<file path="src/hw/crc_defs.svh">
// register offsets, field positions, thresholds and timing counts
`ifndef CRC_DEFS_SVH
`define CRC_DEFS_SVH

// ---------------------------------------------------------------
// bus address and register offsets
// ---------------------------------------------------------------
`define CRC_SMB_ADDR   7'h09
`define CRC_REG_MODE   8'h12
`define CRC_REG_CHG    8'h14
`define CRC_REG_VOLT   8'h15
`define CRC_REG_STAT   8'h16
`define CRC_REG_INLIM  8'h3f

// ---------------------------------------------------------------
// field positions and reset values
// ---------------------------------------------------------------
`define CRC_MON_BIT    3
`define CRC_DEP_MSB    11
`define CRC_DEP_LSB    9
`define CRC_CUR_MSB    13
`define CRC_CUR_LSB    7
`define CRC_WORD_RST   16'h0000

// ---------------------------------------------------------------
// voltages in millivolts
// ---------------------------------------------------------------
`define CRC_V_WAKE     16'd9000
`define CRC_V3_LO      16'd12000
`define CRC_V3_HI      16'd14400
`define CRC_V4_LO      16'd16000
`define CRC_V4_HI      16'd19200
`define CRC_STEP4_MV   16'd25
`define CRC_STEP3_X4   18'd75
`define CRC_WAKE_CODE  7'h50
`define CRC_SHORT_IN   16'd1700
`define CRC_SHORT_OUT  16'd1900
`define CRC_DEP_BASE   16'd2200
`define CRC_DEP_INC    16'd100
`define CRC_ZERO_DUTY  16'd2000

// ---------------------------------------------------------------
// timing
// ---------------------------------------------------------------
`define CRC_CLK_HZ     25000000
`define CRC_STEP_MS    1
`define CRC_DEGL_S     1
`define CRC_STEP_CYC   ((`CRC_CLK_HZ / 1000) * `CRC_STEP_MS)
`define CRC_DEGL_CYC   (`CRC_CLK_HZ * `CRC_DEGL_S)
`define CRC_RAMP_STEPS 4'd8

`endif

</file>
<file path="src/hw/crc_pkg.sv">
// types shared by the charger control block
package crc_pkg;

	typedef enum logic [2:0] {
		SMB_IDLE = 3'b000,
		SMB_RXB  = 3'b001,
		SMB_ACK  = 3'b010,
		SMB_TXB  = 3'b011,
		SMB_MACK = 3'b100
	} crc_smb_state_t;

	typedef struct packed {
		logic [7:0]  cmd;
		logic [15:0] data;
	} crc_wr_t;

	typedef struct packed {
		logic       fault;
		logic       sleep;
		logic       uv;
		logic       oc;
		logic       hot;
		logic       cool;
	} crc_pins_t;

	typedef struct packed {
		logic [6:0] code;
		logic [2:0] cells;
		logic       voltage_out_of_range_flag;
		logic       allow;
	} crc_vdec_t;

endpackage : crc_pkg

</file>
<file path="src/hw/crc_ctrl.sv">
// charger supervision: settings decode, soft start, protection and foldback
`timescale 1ns/1ps
`include "crc_defs.svh"
// Function
// - voltage setting becomes a 7-bit per-cell code, 6.25 mV steps from 4 V.
// - settings 12 V to 14.4 V mean three cells, 18.75 mV per step.
// - settings 16 V to 19.2 V mean four cells, 25 mV per step.
// - exactly 9 V is valid; thresholds then use two cells.
// - below 12 V except 9 V: out-of-range flag, converter held off.
// - 14.4 V up to below 16 V: out-of-range flag, converter held off.
// - 19.2 V or more: flag set, charging allowed, target clamped 19.175 V.
// - on enable the current reference climbs in eight equal steps to target.
// - each step lasts about 1 ms, target reached about 7 ms after enable.
// - ramp restarts at enable and on each return from fault or suspend.
// - high side off at once on fault, suspend, sleep, undervoltage.
// - mode bit 3 picks monitor source: low input current, high charge current.
// - high side off while charge current above 200 percent; resumes itself.
// - battery below 2 V forces both switches off, then regulation resumes.
// - converter off above 145 C until below 130 C.
// - depleted threshold 2.2 V per cell plus 100 mV per code, times cells.
// - shorted below 1.7 V per cell, leaves above 1.9 V, 1 s deglitch.
// - shorted state regulates at C/8, back to C after leaving.
// - input current is limited against the input limit register.
// - currents from bits 13:7, 128 mA weight, clamp high, zero disables.
module crc_ctrl
	import crc_pkg::*;
#(
	parameter int STEP_CYC = `CRC_STEP_CYC,
	parameter int DEGL_CYC = `CRC_DEGL_CYC
) (
	input  wire logic        core_clk,   // 25 MHz system clock
	input  wire logic        rst_n,      // sync reset, active low
	input  wire logic        scl_in,     // smbus clock pin
	input  wire logic        sda_in,     // smbus data pin level
	output logic             sda_out,    // smbus data drive value
	output logic             sda_oe_n,   // smbus data drive enable, active low
	input  wire crc_pins_t   pins,       // comparator and supervisor levels
	input  wire logic [15:0] bat_mv,     // sensed battery voltage, mV
	output logic             hs_gate_en, // high-side switch allowed
	output logic             ls_gate_en, // low-side switch allowed
	output logic [6:0]       ichg_ref,   // charge current reference code
	output logic [6:0]       iin_ref,    // input current limit code
	output logic [6:0]       vreg_code,  // per-cell voltage code
	output logic [2:0]       cell_count, // decoded cell count
	output logic             mon_sel,    // monitor source, high = charge
	output logic             vor_flag,   // voltage_out_of_range_flag
	output logic             depleted,   // below depleted_pack_threshold
	output logic             shorted     // shorted_pack_condition
);
	// ---------------------------------------------------------------
	// decode functions
	// ---------------------------------------------------------------
	function automatic logic [6:0] cur_code(input logic [15:0] w);
		if (w[15:14] != 2'h0) begin
			return 7'h7f;
		end
		return w[`CRC_CUR_MSB:`CRC_CUR_LSB];
	endfunction : cur_code

	function automatic crc_vdec_t volt_dec(input logic [15:0] w);
		crc_vdec_t  r;
		logic [15:0] v;
		logic [17:0] d;
		v = {w[15:1], 1'b0};
		d = 18'h00000;
		r = '{code: 7'h00, cells: 3'h4, voltage_out_of_range_flag: 1'b1, allow: 1'b0};
		if (v == `CRC_V_WAKE) begin
			r = '{code: `CRC_WAKE_CODE, cells: 3'h2, voltage_out_of_range_flag: 1'b0, allow: 1'b1};
		end else if (v >= `CRC_V3_LO && v < `CRC_V3_HI) begin
			d = {2'h0, v - `CRC_V3_LO} << 2;
			d = d / `CRC_STEP3_X4;
			r = '{code: d[6:0], cells: 3'h3, voltage_out_of_range_flag: 1'b0, allow: 1'b1};
		end else if (v >= `CRC_V4_LO && v < `CRC_V4_HI) begin
			d = {2'h0, (v - `CRC_V4_LO) / `CRC_STEP4_MV};
			r = '{code: d[6:0], cells: 3'h4, voltage_out_of_range_flag: 1'b0, allow: 1'b1};
		end else if (v >= `CRC_V4_HI) begin
			r = '{code: 7'h7f, cells: 3'h4, voltage_out_of_range_flag: 1'b1, allow: 1'b1};
		end else if (v < `CRC_V3_LO) begin
			r.cells = 3'h3;
		end
		return r;
	endfunction : volt_dec

	function automatic logic [15:0] per_cell(input logic [2:0] n, input logic [15:0] mv);
		return 16'(n * mv);
	endfunction : per_cell

	// ---------------------------------------------------------------
	// registers and bus
	// ---------------------------------------------------------------
	logic [15:0] mode_reg, chg_reg, inlim_reg, volt_reg;
	logic [15:0] mode_next, chg_next, inlim_next, volt_next;
	logic [7:0]  rd_cmd;
	logic [15:0] rd_word;
	logic        wr_stb;
	crc_wr_t     wr;
	logic        hot_reg;
	logic        active_reg;

	crc_smbus u_smbus (
		.core_clk (core_clk),
		.rst_n    (rst_n),
		.scl_in   (scl_in),
		.sda_in   (sda_in),
		.sda_out  (sda_out),
		.sda_oe_n (sda_oe_n),
		.rd_cmd   (rd_cmd),
		.rd_word  (rd_word),
		.wr_stb   (wr_stb),
		.wr       (wr)
	);

	always_comb begin
		mode_next  = mode_reg;
		chg_next   = chg_reg;
		inlim_next = inlim_reg;
		volt_next  = volt_reg;
		if (wr_stb) begin
			case (wr.cmd)
				`CRC_REG_MODE:  mode_next  = wr.data;
				`CRC_REG_CHG:   chg_next   = wr.data;
				`CRC_REG_INLIM: inlim_next = wr.data;
				`CRC_REG_VOLT:  volt_next  = wr.data;
				default: ;
			endcase
		end
	end

	always_comb begin
		case (rd_cmd)
			`CRC_REG_MODE:  rd_word = mode_reg;
			`CRC_REG_CHG:   rd_word = chg_reg;
			`CRC_REG_INLIM: rd_word = inlim_reg;
			`CRC_REG_VOLT:  rd_word = volt_reg;
			`CRC_REG_STAT:  rd_word = {10'h000, hot_reg, shorted, depleted,
				hs_gate_en, active_reg, vor_flag};
			default:        rd_word = 16'h0000;
		endcase
	end

	always_ff @(posedge core_clk) begin
		if (!rst_n) begin
			mode_reg  <= `CRC_WORD_RST;
			chg_reg   <= `CRC_WORD_RST;
			inlim_reg <= `CRC_WORD_RST;
			volt_reg  <= `CRC_WORD_RST;
		end else begin
			mode_reg  <= mode_next;
			chg_reg   <= chg_next;
			inlim_reg <= inlim_next;
			volt_reg  <= volt_next;
		end
	end

	// ---------------------------------------------------------------
	// input synchronisers
	// ---------------------------------------------------------------
	crc_pins_t   pins_m_reg, pins_s_reg;
	logic [15:0] bat_m_reg, bat_s_reg;
	logic [15:0] bat_p_reg, bat_v_reg, bat_v_next;

	always_ff @(posedge core_clk) begin
		if (!rst_n) begin
			pins_m_reg <= '0;
			pins_s_reg <= '0;
			bat_m_reg  <= 16'h0000;
			bat_s_reg  <= 16'h0000;
			bat_p_reg  <= 16'h0000;
			bat_v_reg  <= 16'h0000;
		end else begin
			pins_m_reg <= pins;
			pins_s_reg <= pins_m_reg;
			bat_m_reg  <= bat_mv;
			bat_s_reg  <= bat_m_reg;
			bat_p_reg  <= bat_s_reg;
			bat_v_reg  <= bat_v_next;
		end
	end

	// ---------------------------------------------------------------
	// battery word capture
	// ---------------------------------------------------------------
	// taken only when two samples agree, so a torn word never reaches the compares
	always_comb begin
		bat_v_next = bat_v_reg;
		if (bat_s_reg == bat_p_reg) begin
			bat_v_next = bat_s_reg;
		end
	end

	// ---------------------------------------------------------------
	// supervision and soft start
	// ---------------------------------------------------------------
	crc_vdec_t  vd;
	logic [6:0] chg_code, in_code, target;
	logic       enable, run_now, ramp_tick, degl_tick, degl_run;
	logic       below_short, above_short, below_2v, below_dep;
	logic       hot_next, active_next;
	logic       lo2v_reg, shorted_next, zero_next;
	logic       hs_next, ls_next;
	logic [3:0] step_reg, step_next;
	logic [10:0] ramp_prod;

	assign vd       = volt_dec(volt_reg);
	assign chg_code = cur_code(chg_reg);
	assign in_code  = cur_code(inlim_reg);
	assign enable   = vd.allow && chg_code != 7'h00 && in_code != 7'h00;
	assign run_now  = enable && !pins_s_reg.fault && !pins_s_reg.sleep
		&& !pins_s_reg.uv && !hot_next;
	assign below_2v    = bat_v_reg < `CRC_ZERO_DUTY;
	assign below_short = bat_v_reg < per_cell(vd.cells, `CRC_SHORT_IN);
	assign above_short = bat_v_reg > per_cell(vd.cells, `CRC_SHORT_OUT);
	assign below_dep   = bat_v_reg < per_cell(vd.cells, `CRC_DEP_BASE + `CRC_DEP_INC
		* {13'h0000, mode_reg[`CRC_DEP_MSB:`CRC_DEP_LSB]});
	assign degl_run = shorted ? above_short : below_short;
	assign target   = shorted ? {3'h0, chg_code[6:3]} : chg_code;
	assign ramp_prod = 11'(target * step_reg);

	crc_timer #(.LIMIT(STEP_CYC)) u_step_timer (
		.core_clk (core_clk),
		.rst_n    (rst_n),
		.run      (active_reg && step_reg < `CRC_RAMP_STEPS),
		.done     (ramp_tick)
	);

	crc_timer #(.LIMIT(DEGL_CYC)) u_degl_timer (
		.core_clk (core_clk),
		.rst_n    (rst_n),
		.run      (degl_run),
		.done     (degl_tick)
	);

	always_comb begin
		hot_next = hot_reg;
		if (pins_s_reg.hot) begin
			hot_next = 1'b1;
		end else if (pins_s_reg.cool) begin
			hot_next = 1'b0;
		end
		active_next  = run_now;
		shorted_next = (degl_run && degl_tick) ? ~shorted : shorted;
		zero_next    = below_2v && !lo2v_reg;
		step_next    = step_reg;
		if (!run_now) begin
			step_next = 4'h0;
		end else if (!active_reg) begin
			step_next = 4'h1;
		end else if (ramp_tick) begin
			step_next = step_reg + 4'h1;
		end
		hs_next = run_now && !pins_s_reg.oc && !zero_next;
		ls_next = run_now && !zero_next;
	end

	// ---------------------------------------------------------------
	// output next values
	// ---------------------------------------------------------------
	logic [6:0] ichg_next;
	logic [6:0] iin_next;

	always_comb begin
		ichg_next = ramp_prod[9:3];
		iin_next  = 7'h00;
		if (enable) begin
			iin_next = in_code;
		end
	end

	always_ff @(posedge core_clk) begin
		if (!rst_n) begin
			hot_reg    <= 1'b0;
			active_reg <= 1'b0;
			shorted    <= 1'b0;
			lo2v_reg   <= 1'b1;
			step_reg   <= 4'h0;
			hs_gate_en <= 1'b0;
			ls_gate_en <= 1'b0;
			ichg_ref   <= 7'h00;
			iin_ref    <= 7'h00;
			vreg_code  <= 7'h00;
			cell_count <= 3'h0;
			mon_sel    <= 1'b0;
			vor_flag   <= 1'b0;
			depleted   <= 1'b0;
		end else begin
			hot_reg    <= hot_next;
			active_reg <= active_next;
			shorted    <= shorted_next;
			lo2v_reg   <= below_2v;
			step_reg   <= step_next;
			hs_gate_en <= hs_next;
			ls_gate_en <= ls_next;
			ichg_ref   <= ichg_next;
			iin_ref    <= iin_next;
			vreg_code  <= vd.code;
			cell_count <= vd.cells;
			mon_sel    <= mode_reg[`CRC_MON_BIT];
			vor_flag   <= vd.voltage_out_of_range_flag;
			depleted   <= below_dep;
		end
	end
endmodule : crc_ctrl

</file>
<file path="src/hw/crc_timer.sv">
// interval counter: pulses after a run of LIMIT cycles, restarts when run drops
`timescale 1ns/1ps
`include "crc_defs.svh"
module crc_timer #(
	parameter int LIMIT = 25000
) (
	input  wire logic core_clk, // system clock
	input  wire logic rst_n,    // sync reset, active low
	input  wire logic run,      // count while high
	output logic      done      // one-cycle pulse per interval
);
	logic [24:0] cnt_reg;
	logic [24:0] cnt_next;
	logic        done_next;

	always_comb begin
		cnt_next  = 25'h0000000;
		done_next = 1'b0;
		if (run) begin
			if (cnt_reg == 25'(LIMIT - 1)) begin
				done_next = 1'b1;
			end else begin
				cnt_next = cnt_reg + 25'h0000001;
			end
		end
	end

	always_ff @(posedge core_clk) begin
		if (!rst_n) begin
			cnt_reg <= 25'h0000000;
			done    <= 1'b0;
		end else begin
			cnt_reg <= cnt_next;
			done    <= done_next;
		end
	end
endmodule : crc_timer

</file>
<file path="src/hw/crc_smbus.sv">
// smbus word read/write slave
`timescale 1ns/1ps
`include "crc_defs.svh"
module crc_smbus
	import crc_pkg::*;
(
	input  wire logic        core_clk, // system clock
	input  wire logic        rst_n,    // sync reset, active low
	input  wire logic        scl_in,   // clock pin level
	input  wire logic        sda_in,   // data pin level
	output logic             sda_out,  // data pin drive value
	output logic             sda_oe_n, // data drive enable, active low
	output logic [7:0]       rd_cmd,   // command being read
	input  wire logic [15:0] rd_word,  // word for rd_cmd
	output logic             wr_stb,   // one-cycle write strobe
	output crc_wr_t          wr        // write command and word
);
	logic [1:0]     scl_sync_reg, sda_sync_reg;
	logic           scl_q_reg, sda_q_reg;
	crc_smb_state_t st_reg, st_next;
	logic [7:0]     sh_reg, sh_next, cmd_reg, cmd_next, lo_reg, lo_next;
	logic [3:0]     bit_reg, bit_next;
	logic [1:0]     idx_reg, idx_next;
	logic           rd_reg, rd_next, oe_n_next, stb_next;
	logic [15:0]    tx_reg, tx_next;
	crc_wr_t        wr_next;
	logic           scl_s, sda_s, rise, fall, start, stop;

	assign scl_s = scl_sync_reg[1];
	assign sda_s = sda_sync_reg[1];
	assign rise  = scl_s & ~scl_q_reg;
	assign fall  = ~scl_s & scl_q_reg;
	assign start = scl_s & scl_q_reg & sda_q_reg & ~sda_s;
	assign stop  = scl_s & scl_q_reg & ~sda_q_reg & sda_s;

	always_comb begin
		st_next   = st_reg;
		sh_next   = sh_reg;
		cmd_next  = cmd_reg;
		lo_next   = lo_reg;
		bit_next  = bit_reg;
		idx_next  = idx_reg;
		rd_next   = rd_reg;
		tx_next   = tx_reg;
		oe_n_next = sda_oe_n;
		stb_next  = 1'b0;
		wr_next   = wr;
		if (start) begin
			st_next   = SMB_RXB;
			bit_next  = 4'h0;
			idx_next  = 2'h0;
			oe_n_next = 1'b1;
		end else if (stop) begin
			st_next   = SMB_IDLE;
			oe_n_next = 1'b1;
		end else begin
			case (st_reg)
				SMB_RXB: begin
					if (rise) begin
						sh_next  = {sh_reg[6:0], sda_s};
						bit_next = bit_reg + 4'h1;
					end else if (fall && bit_reg == 4'h8) begin
						if (idx_reg == 2'h0 && sh_reg[7:1] != `CRC_SMB_ADDR) begin
							st_next = SMB_IDLE;
						end else begin
							st_next   = SMB_ACK;
							oe_n_next = 1'b0;
							rd_next   = (idx_reg == 2'h0) ? sh_reg[0] : rd_reg;
							case (idx_reg)
								2'h1:    cmd_next = sh_reg;
								2'h2:    lo_next  = sh_reg;
								2'h3: begin
									stb_next = 1'b1;
									wr_next  = '{cmd: cmd_reg, data: {sh_reg, lo_reg}};
								end
								default: ;
							endcase
						end
					end
				end
				SMB_ACK: begin
					if (fall) begin
						bit_next = 4'h0;
						idx_next = idx_reg + 2'h1;
						if (idx_reg == 2'h0 && rd_reg) begin
							st_next   = SMB_TXB;
							tx_next   = {rd_word[6:0], rd_word[15:8], 1'b0};
							oe_n_next = rd_word[7];
						end else if (idx_reg == 2'h3) begin
							st_next   = SMB_IDLE;
							oe_n_next = 1'b1;
						end else begin
							st_next   = SMB_RXB;
							oe_n_next = 1'b1;
						end
					end
				end
				SMB_TXB: begin
					if (fall) begin
						bit_next = bit_reg + 4'h1;
						if (bit_reg == 4'h7) begin
							st_next   = SMB_MACK;
							oe_n_next = 1'b1;
						end else begin
							oe_n_next = tx_reg[15];
							tx_next   = {tx_reg[14:0], 1'b0};
						end
					end
				end
				SMB_MACK: begin
					if (rise) begin
						rd_next = ~sda_s;
					end else if (fall) begin
						bit_next = 4'h0;
						if (rd_reg) begin
							st_next   = SMB_TXB;
							oe_n_next = tx_reg[15];
							tx_next   = {tx_reg[14:0], 1'b0};
						end else begin
							st_next = SMB_IDLE;
						end
					end
				end
				default: begin
					st_next = SMB_IDLE;
				end
			endcase
		end
	end

	always_ff @(posedge core_clk) begin
		if (!rst_n) begin
			scl_sync_reg <= 2'h3;
			sda_sync_reg <= 2'h3;
			scl_q_reg    <= 1'b1;
			sda_q_reg    <= 1'b1;
			st_reg       <= SMB_IDLE;
			sh_reg       <= 8'h00;
			cmd_reg      <= 8'h00;
			lo_reg       <= 8'h00;
			bit_reg      <= 4'h0;
			idx_reg      <= 2'h0;
			rd_reg       <= 1'b0;
			tx_reg       <= 16'h0000;
			sda_oe_n     <= 1'b1;
			sda_out      <= 1'b0;
			wr_stb       <= 1'b0;
			wr           <= '0;
		end else begin
			scl_sync_reg <= {scl_sync_reg[0], scl_in};
			sda_sync_reg <= {sda_sync_reg[0], sda_in};
			scl_q_reg    <= scl_s;
			sda_q_reg    <= sda_s;
			st_reg       <= st_next;
			sh_reg       <= sh_next;
			cmd_reg      <= cmd_next;
			lo_reg       <= lo_next;
			bit_reg      <= bit_next;
			idx_reg      <= idx_next;
			rd_reg       <= rd_next;
			tx_reg       <= tx_next;
			sda_oe_n     <= oe_n_next;
			sda_out      <= 1'b0;
			wr_stb       <= stb_next;
			wr           <= wr_next;
		end
	end

	assign rd_cmd = cmd_reg;
endmodule : crc_smbus

</file>
<file path="config.mk">
export PLATFORM = sky130hd
export DESIGN_NAME = crc_ctrl
export DESIGN_NICKNAME = d
export VERILOG_FILES = /design/src/hw/crc_pkg.sv /design/src/hw/crc_ctrl.sv /design/src/hw/crc_timer.sv /design/src/hw/crc_smbus.sv
export VERILOG_INCLUDE_DIRS = /design/src /design/src/hw
export SDC_FILE = /design/constraint.sdc
export NUM_CORES = 1
export LEC_CHECK = 0
export BUFFER_PORTS_ARGS = -buffer_cell sky130_fd_sc_hd__buf_4
export CAP_MARGIN = 20
export CORE_AREA = 2 2 274 330
export CTS_BUF_LIST = sky130_fd_sc_hd__clkbuf_8 sky130_fd_sc_hd__clkbuf_16
export DETAILED_ROUTE_END_ITERATION = 8
export DIE_AREA = 0 0 276 332
export PLACE_DENSITY = 0.43
export SYNTH_ARGS = -nofsm -noshare
export SYNTH_HDL_FRONTEND = slang
export SYNTH_SLANG_ARGS = --single-unit
</file>
<file path="constraint.sdc">
create_clock -name core_clk -period 10.55 [get_ports core_clk]
set_clock_uncertainty 0.15 [all_clocks]
set_input_delay 0 -clock core_clk [delete_from_list [all_inputs] [get_ports core_clk]]
set_output_delay 0 -clock core_clk [all_outputs]
set_load 0.02 [all_outputs]
</file>
==> summary.md <==
| Metric | Value |
|---|---|
| Number of hold-slack violations in the final timing report | `0` |
| Leakage power total | `11.6 nW` |
| Detailed-route wire length per cell | `16.3 um` |
| DRC violations left | `0` |
| Antenna violations before repair | `1` |
| Crit share post-route | `99.3%` |
| Worst setup slack after layout | `71.8 ps` |
| Final Setup Violations | `0` |
| Number of global-route vias before repair | `20,400` |
| TritonCTS clock tree | `yes` |
| Iteration count of the initial detailed-routing pass | `6` |
| Hold Crit Endpoint | `bat_m_reg[4]` |
| Total number of nets in the final design | `3,293` |
| Number of warnings printed during yosys synthesis | `0` |
| Worst vdd rail ir drop | `0.000124 V` |
| RSZ-0062 raised after global routing | `yes` |
| Maximum number of pins on one net before global-route repair | `69` |
| Critical path launch point type | `flop` |
| Arrival time of data at the critical path endpoint | `10,780 ps` |
| Count of placed standard cells in the final layout, fillers left out | `4,335` |
| Total via count after detailed routing | `21,000` |
| Share of power burned in combinational logic | `2.5%` |
| Synth Register Bits | `310` |
| Core footprint | `0.0886 mm^2` |
| Headroom to the max-slew limit | `36.2%` |
| Top Usage Layer GRT | `met2` |
| Launching point of the worst reg2reg path | `volt_reg[6]` |
| DR iter-0 viols | `1,315` |
| Placed cell count | `4,211` |
| Detailed Place HPWL | `53,700 um` |
| Met2 Track Usage GR | `27.5%` |
| Met1 usage in global routing | `18.4%` |
| Critical path class | `flop to flop` |
| Starting density of the core | `24.8%` |
| Largest stage delay, worst path | `530 ps` |
| Fraction of registers with async set or reset after synthesis | `0%` |
| Width of the chip | `276 um` |
| Maximum level of the CTS H-tree | `2` |
| Shortest period the worst path allows | `10,480 ps` |
| Root buffer cell | `clkbuf_16` |
| Total Die Area | `0.0916 mm^2` |
| Number of standard-cell rows in the floorplan | `120` |
| Total of max-cap violations | `0` |
| Wire length of the first global-routing pass | `112,000 um` |
| Setup Slack @ Placement | `-197 ps` |
| Number of cell instances on the worst register-to-register path | `47` |
| Switching power share of the total | `22.7%` |
| Last weighted congestion value of the routability-driven placer | `0.844` |
| Syn Area/Cell | `7.90 um^2` |
| Register clock-pin slew on the reported worst setup and hold paths | `80 ps` |
| Transition at the pin with the smallest max-transition slack | `956 ps` |
| Post-synthesis instance area | `0.0220 mm^2` |
| Total count of max-transition violations in the final report | `0` |
| Type of the worst min-delay path | `input port to flop` |
| WP data required | `10,850 ps` |
| Prevailing post-synth register cell | `dfxtp_1` |
| All-Layer GR Usage | `15.0%` |
| Proportion of power drawn by flip-flops and latches | `46.7%` |
| Num CTS Buffers | `36` |
| Reg2reg end | `vreg_code[0]` |
| Run status | `complete, no violations` |
| Post-synthesis cell type count | `131` |
| Fraction of final layout cells sized beyond drive strength 1 | `21.3%` |
| Global-route congestion overflow total | `0` |
| Sw Pwr | `0.580 mW` |
| Number of primary I/O pins | `58` |
| Hold Crit Depth | `3` |
| P_int | `1.97 mW` |
| Number of enable flip-flop cells after synthesis | `0` |
| Antenna Nets Post-Route | `0` |
| Nets in the synthesized netlist | `2,926` |
| Latest clock arrival within the worst-skew pair | `580 ps` |
| Areal power density over the cells | `90.0 mW/mm^2` |
| Max Root-Sink Buffers | `3` |
| Worst-path fanout max | `9` |
| Number of input and output port buffers inserted | `56` |
| Vertical die dimension | `332 um` |
| Slowest CP cell | `or4_4` |
| Slack of the worst reg-to-reg path | `70 ps` |
| Crit. Startpoint | `volt_reg[6]` |
| Clock share of power | `50.8%` |
| Critical hold path startpoint | `bat_mv[4]` |
| Via density per instance | `4.84` |
| Sequential fraction of the synthesis area | `28.2%` |
| Final wirelength | `70,900 um` |
| # clock sinks | `310` |
| Number of instances in the synthesized netlist | `2,784` |
| GRT met3 Usage | `1.82%` |
| Critical path endpoint category | `flop` |
| Top achievable clock speed | `0.0954 GHz` |
| Area grow syn2layout | `29.1%` |
-- through the flow --
| stage | cell area, um^2 | power (mW) | hold slack (ps) | util (%) | TNS [ps] |
|---|---|---|---|---|---|
| final | 28400 | 2.55 | 49.0 | 32.0 | 0 |
| after global routing | 28400 | 2.66 | 38.3 | 32.0 | -832 |
| after CTS | 27800 | 2.61 | 11.5 | 31.4 | 0 |
| after detailed placement | 26100 | 1.28 | 42.0 | 29.4 | -378 |
| after global placement | 26100 | 1.28 | 41.5 | 29.4 | -86.8 |
| after floorplan | 22100 | 1.25 | -48.5 | - | 0 |
-- power by group through the flow --
| stage | sequential [mW] | clock, mW | combinational [mW] |
|---|---|---|---|
| 2_1_floorplan | 1.22 | 0 | 0.0361 |
| 3_3_place_gp | 1.22 | 0 | 0.0565 |
| 3_5_place_dp | 1.22 | 0 | 0.0568 |
| 4_1_cts | 1.19 | 1.35 | 0.0651 |
| 5_1_grt | 1.19 | 1.39 | 0.0710 |
| 6_report | 1.19 | 1.30 | 0.0630 |
-- synth_stat cells, types with 15 or more instances --
cell type  instances  area [um^2]
nand2_1          348         1310
nor2_1           318         1190
dfxtp_1          310         6210
a21oi_1          205         1030
o21ai_0          106          531
clkbuf_1         100          375
ha_1              96         1200
xnor2_1           95          832
mux2i_1           94          941
and2_1            93          582
inv_1             89          334
nand3_1           73          365
xor2_1            68          596
nor3_1            57          285
and3_1            35          219
nand4_1           35          219
a211oi_1          34          255
a21o_1            29          218
nand2b_1          29          181
nor2b_1           26          163
a31oi_1           25          156
o211ai_1          21          158
fa_1              20          400
nor4_1            18          113
a22oi_1           17          128
buf_2             17         85.1
o22ai_1           15         93.8
-- metal layers --
layer | part of all wire, % | routed length [um]
met5 | 0 | 0
met4 | 2.5 | 1790
met3 | 3.0 | 2160
met2 | 50 | 35300
met1 | 45 | 31600
-- final cells by class --
| cell class | count | area (um^2) |
|---|---|---|
| well taps | 1159 | 1450 |
| repair buffers | 463 | 3590 |
| inverters | 92 | 353 |
| fillers | 9507 | 60200 |
| diodes | 1 | 2.50 |
| clock buffers | 43 | 1010 |
| clock inverters | 19 | 220 |
| multi-input cells | 2248 | 15500 |
| flip-flops and latches | 310 | 6210 |
-- cells in the final DEF, fill, tap and decap left out, types with 10 or more instances in the layout --
cell,Yosys,routed
o22ai_1,15,14
ha_1,96,91
dfxtp_1,310,308
nor4_1,18,17
and4_1,10,10
a211o_1,11,11
nand2b_1,29,28
or3_1,14,14
o21ai_0,106,100
dlygate4sd3_1,0,27
inv_1,89,92
and3_1,35,32
nor2b_1,26,26
nand2_1,348,346
a211oi_1,34,29
o21a_1,14,14
and2_1,93,89
buf_4,6,428
a221o_1,11,11
mux2i_1,94,91
xor2_1,68,66
a22oi_1,17,17
a221oi_1,13,12
a21o_1,29,28
mux2_2,11,10
a21oi_1,205,195
nor3b_1,11,10
xnor2_1,95,92
fa_1,20,20
o211ai_1,21,21
nand3_1,73,71
nor2_1,318,313
nor3_1,57,52
clkbuf_16,0,37
or2_2,14,14
nand4_1,35,35
or2_1,9,10
a31oi_1,25,25
-- worst max path at each step --
stage	cells after the start	end	slack (ps)
2_1_floorplan	52	vreg_code[0]	30
3_3_place_gp	50	vreg_code[0]	-80
3_5_place_dp	48	vreg_code[0]	-200
4_1_cts	49	vreg_code[0]	2
5_1_grt	55	vreg_code[0]	-430
6_report	47	vreg_code[0]	70
-- kinds of logic after synthesis --
kind of cell	synth area share [%]
flops	28.2
mux	5.18
other cells	0.0171
simple gates	24.9
buf+inv	4.22
xor+xnor	7.04
compound gates	22.8
fa+ha+maj	7.56
-- critical path, delay by kind of cell (launching register included) --
kind	cells	cell delay, ps
AOI/OAI and AO/OA	21	5000
and+or+nand+nor	15	2790
buffers and inverters	6	820
muxes	3	810
DFF	1	370
adders and majority gates	2	360
-- what timing repair did --
action                                  4_1_cts  5_1_grt
cloned                                        1        0
pin swaps                                    15       50
buffers inserted                             16       18
gates resized for setup                      27       85
endpoints found under the setup margin        2        3
hold buffers                                 27        0
endpoints found under the hold margin        73        0
No activity file was read; power rests on OpenSTA's default activity.
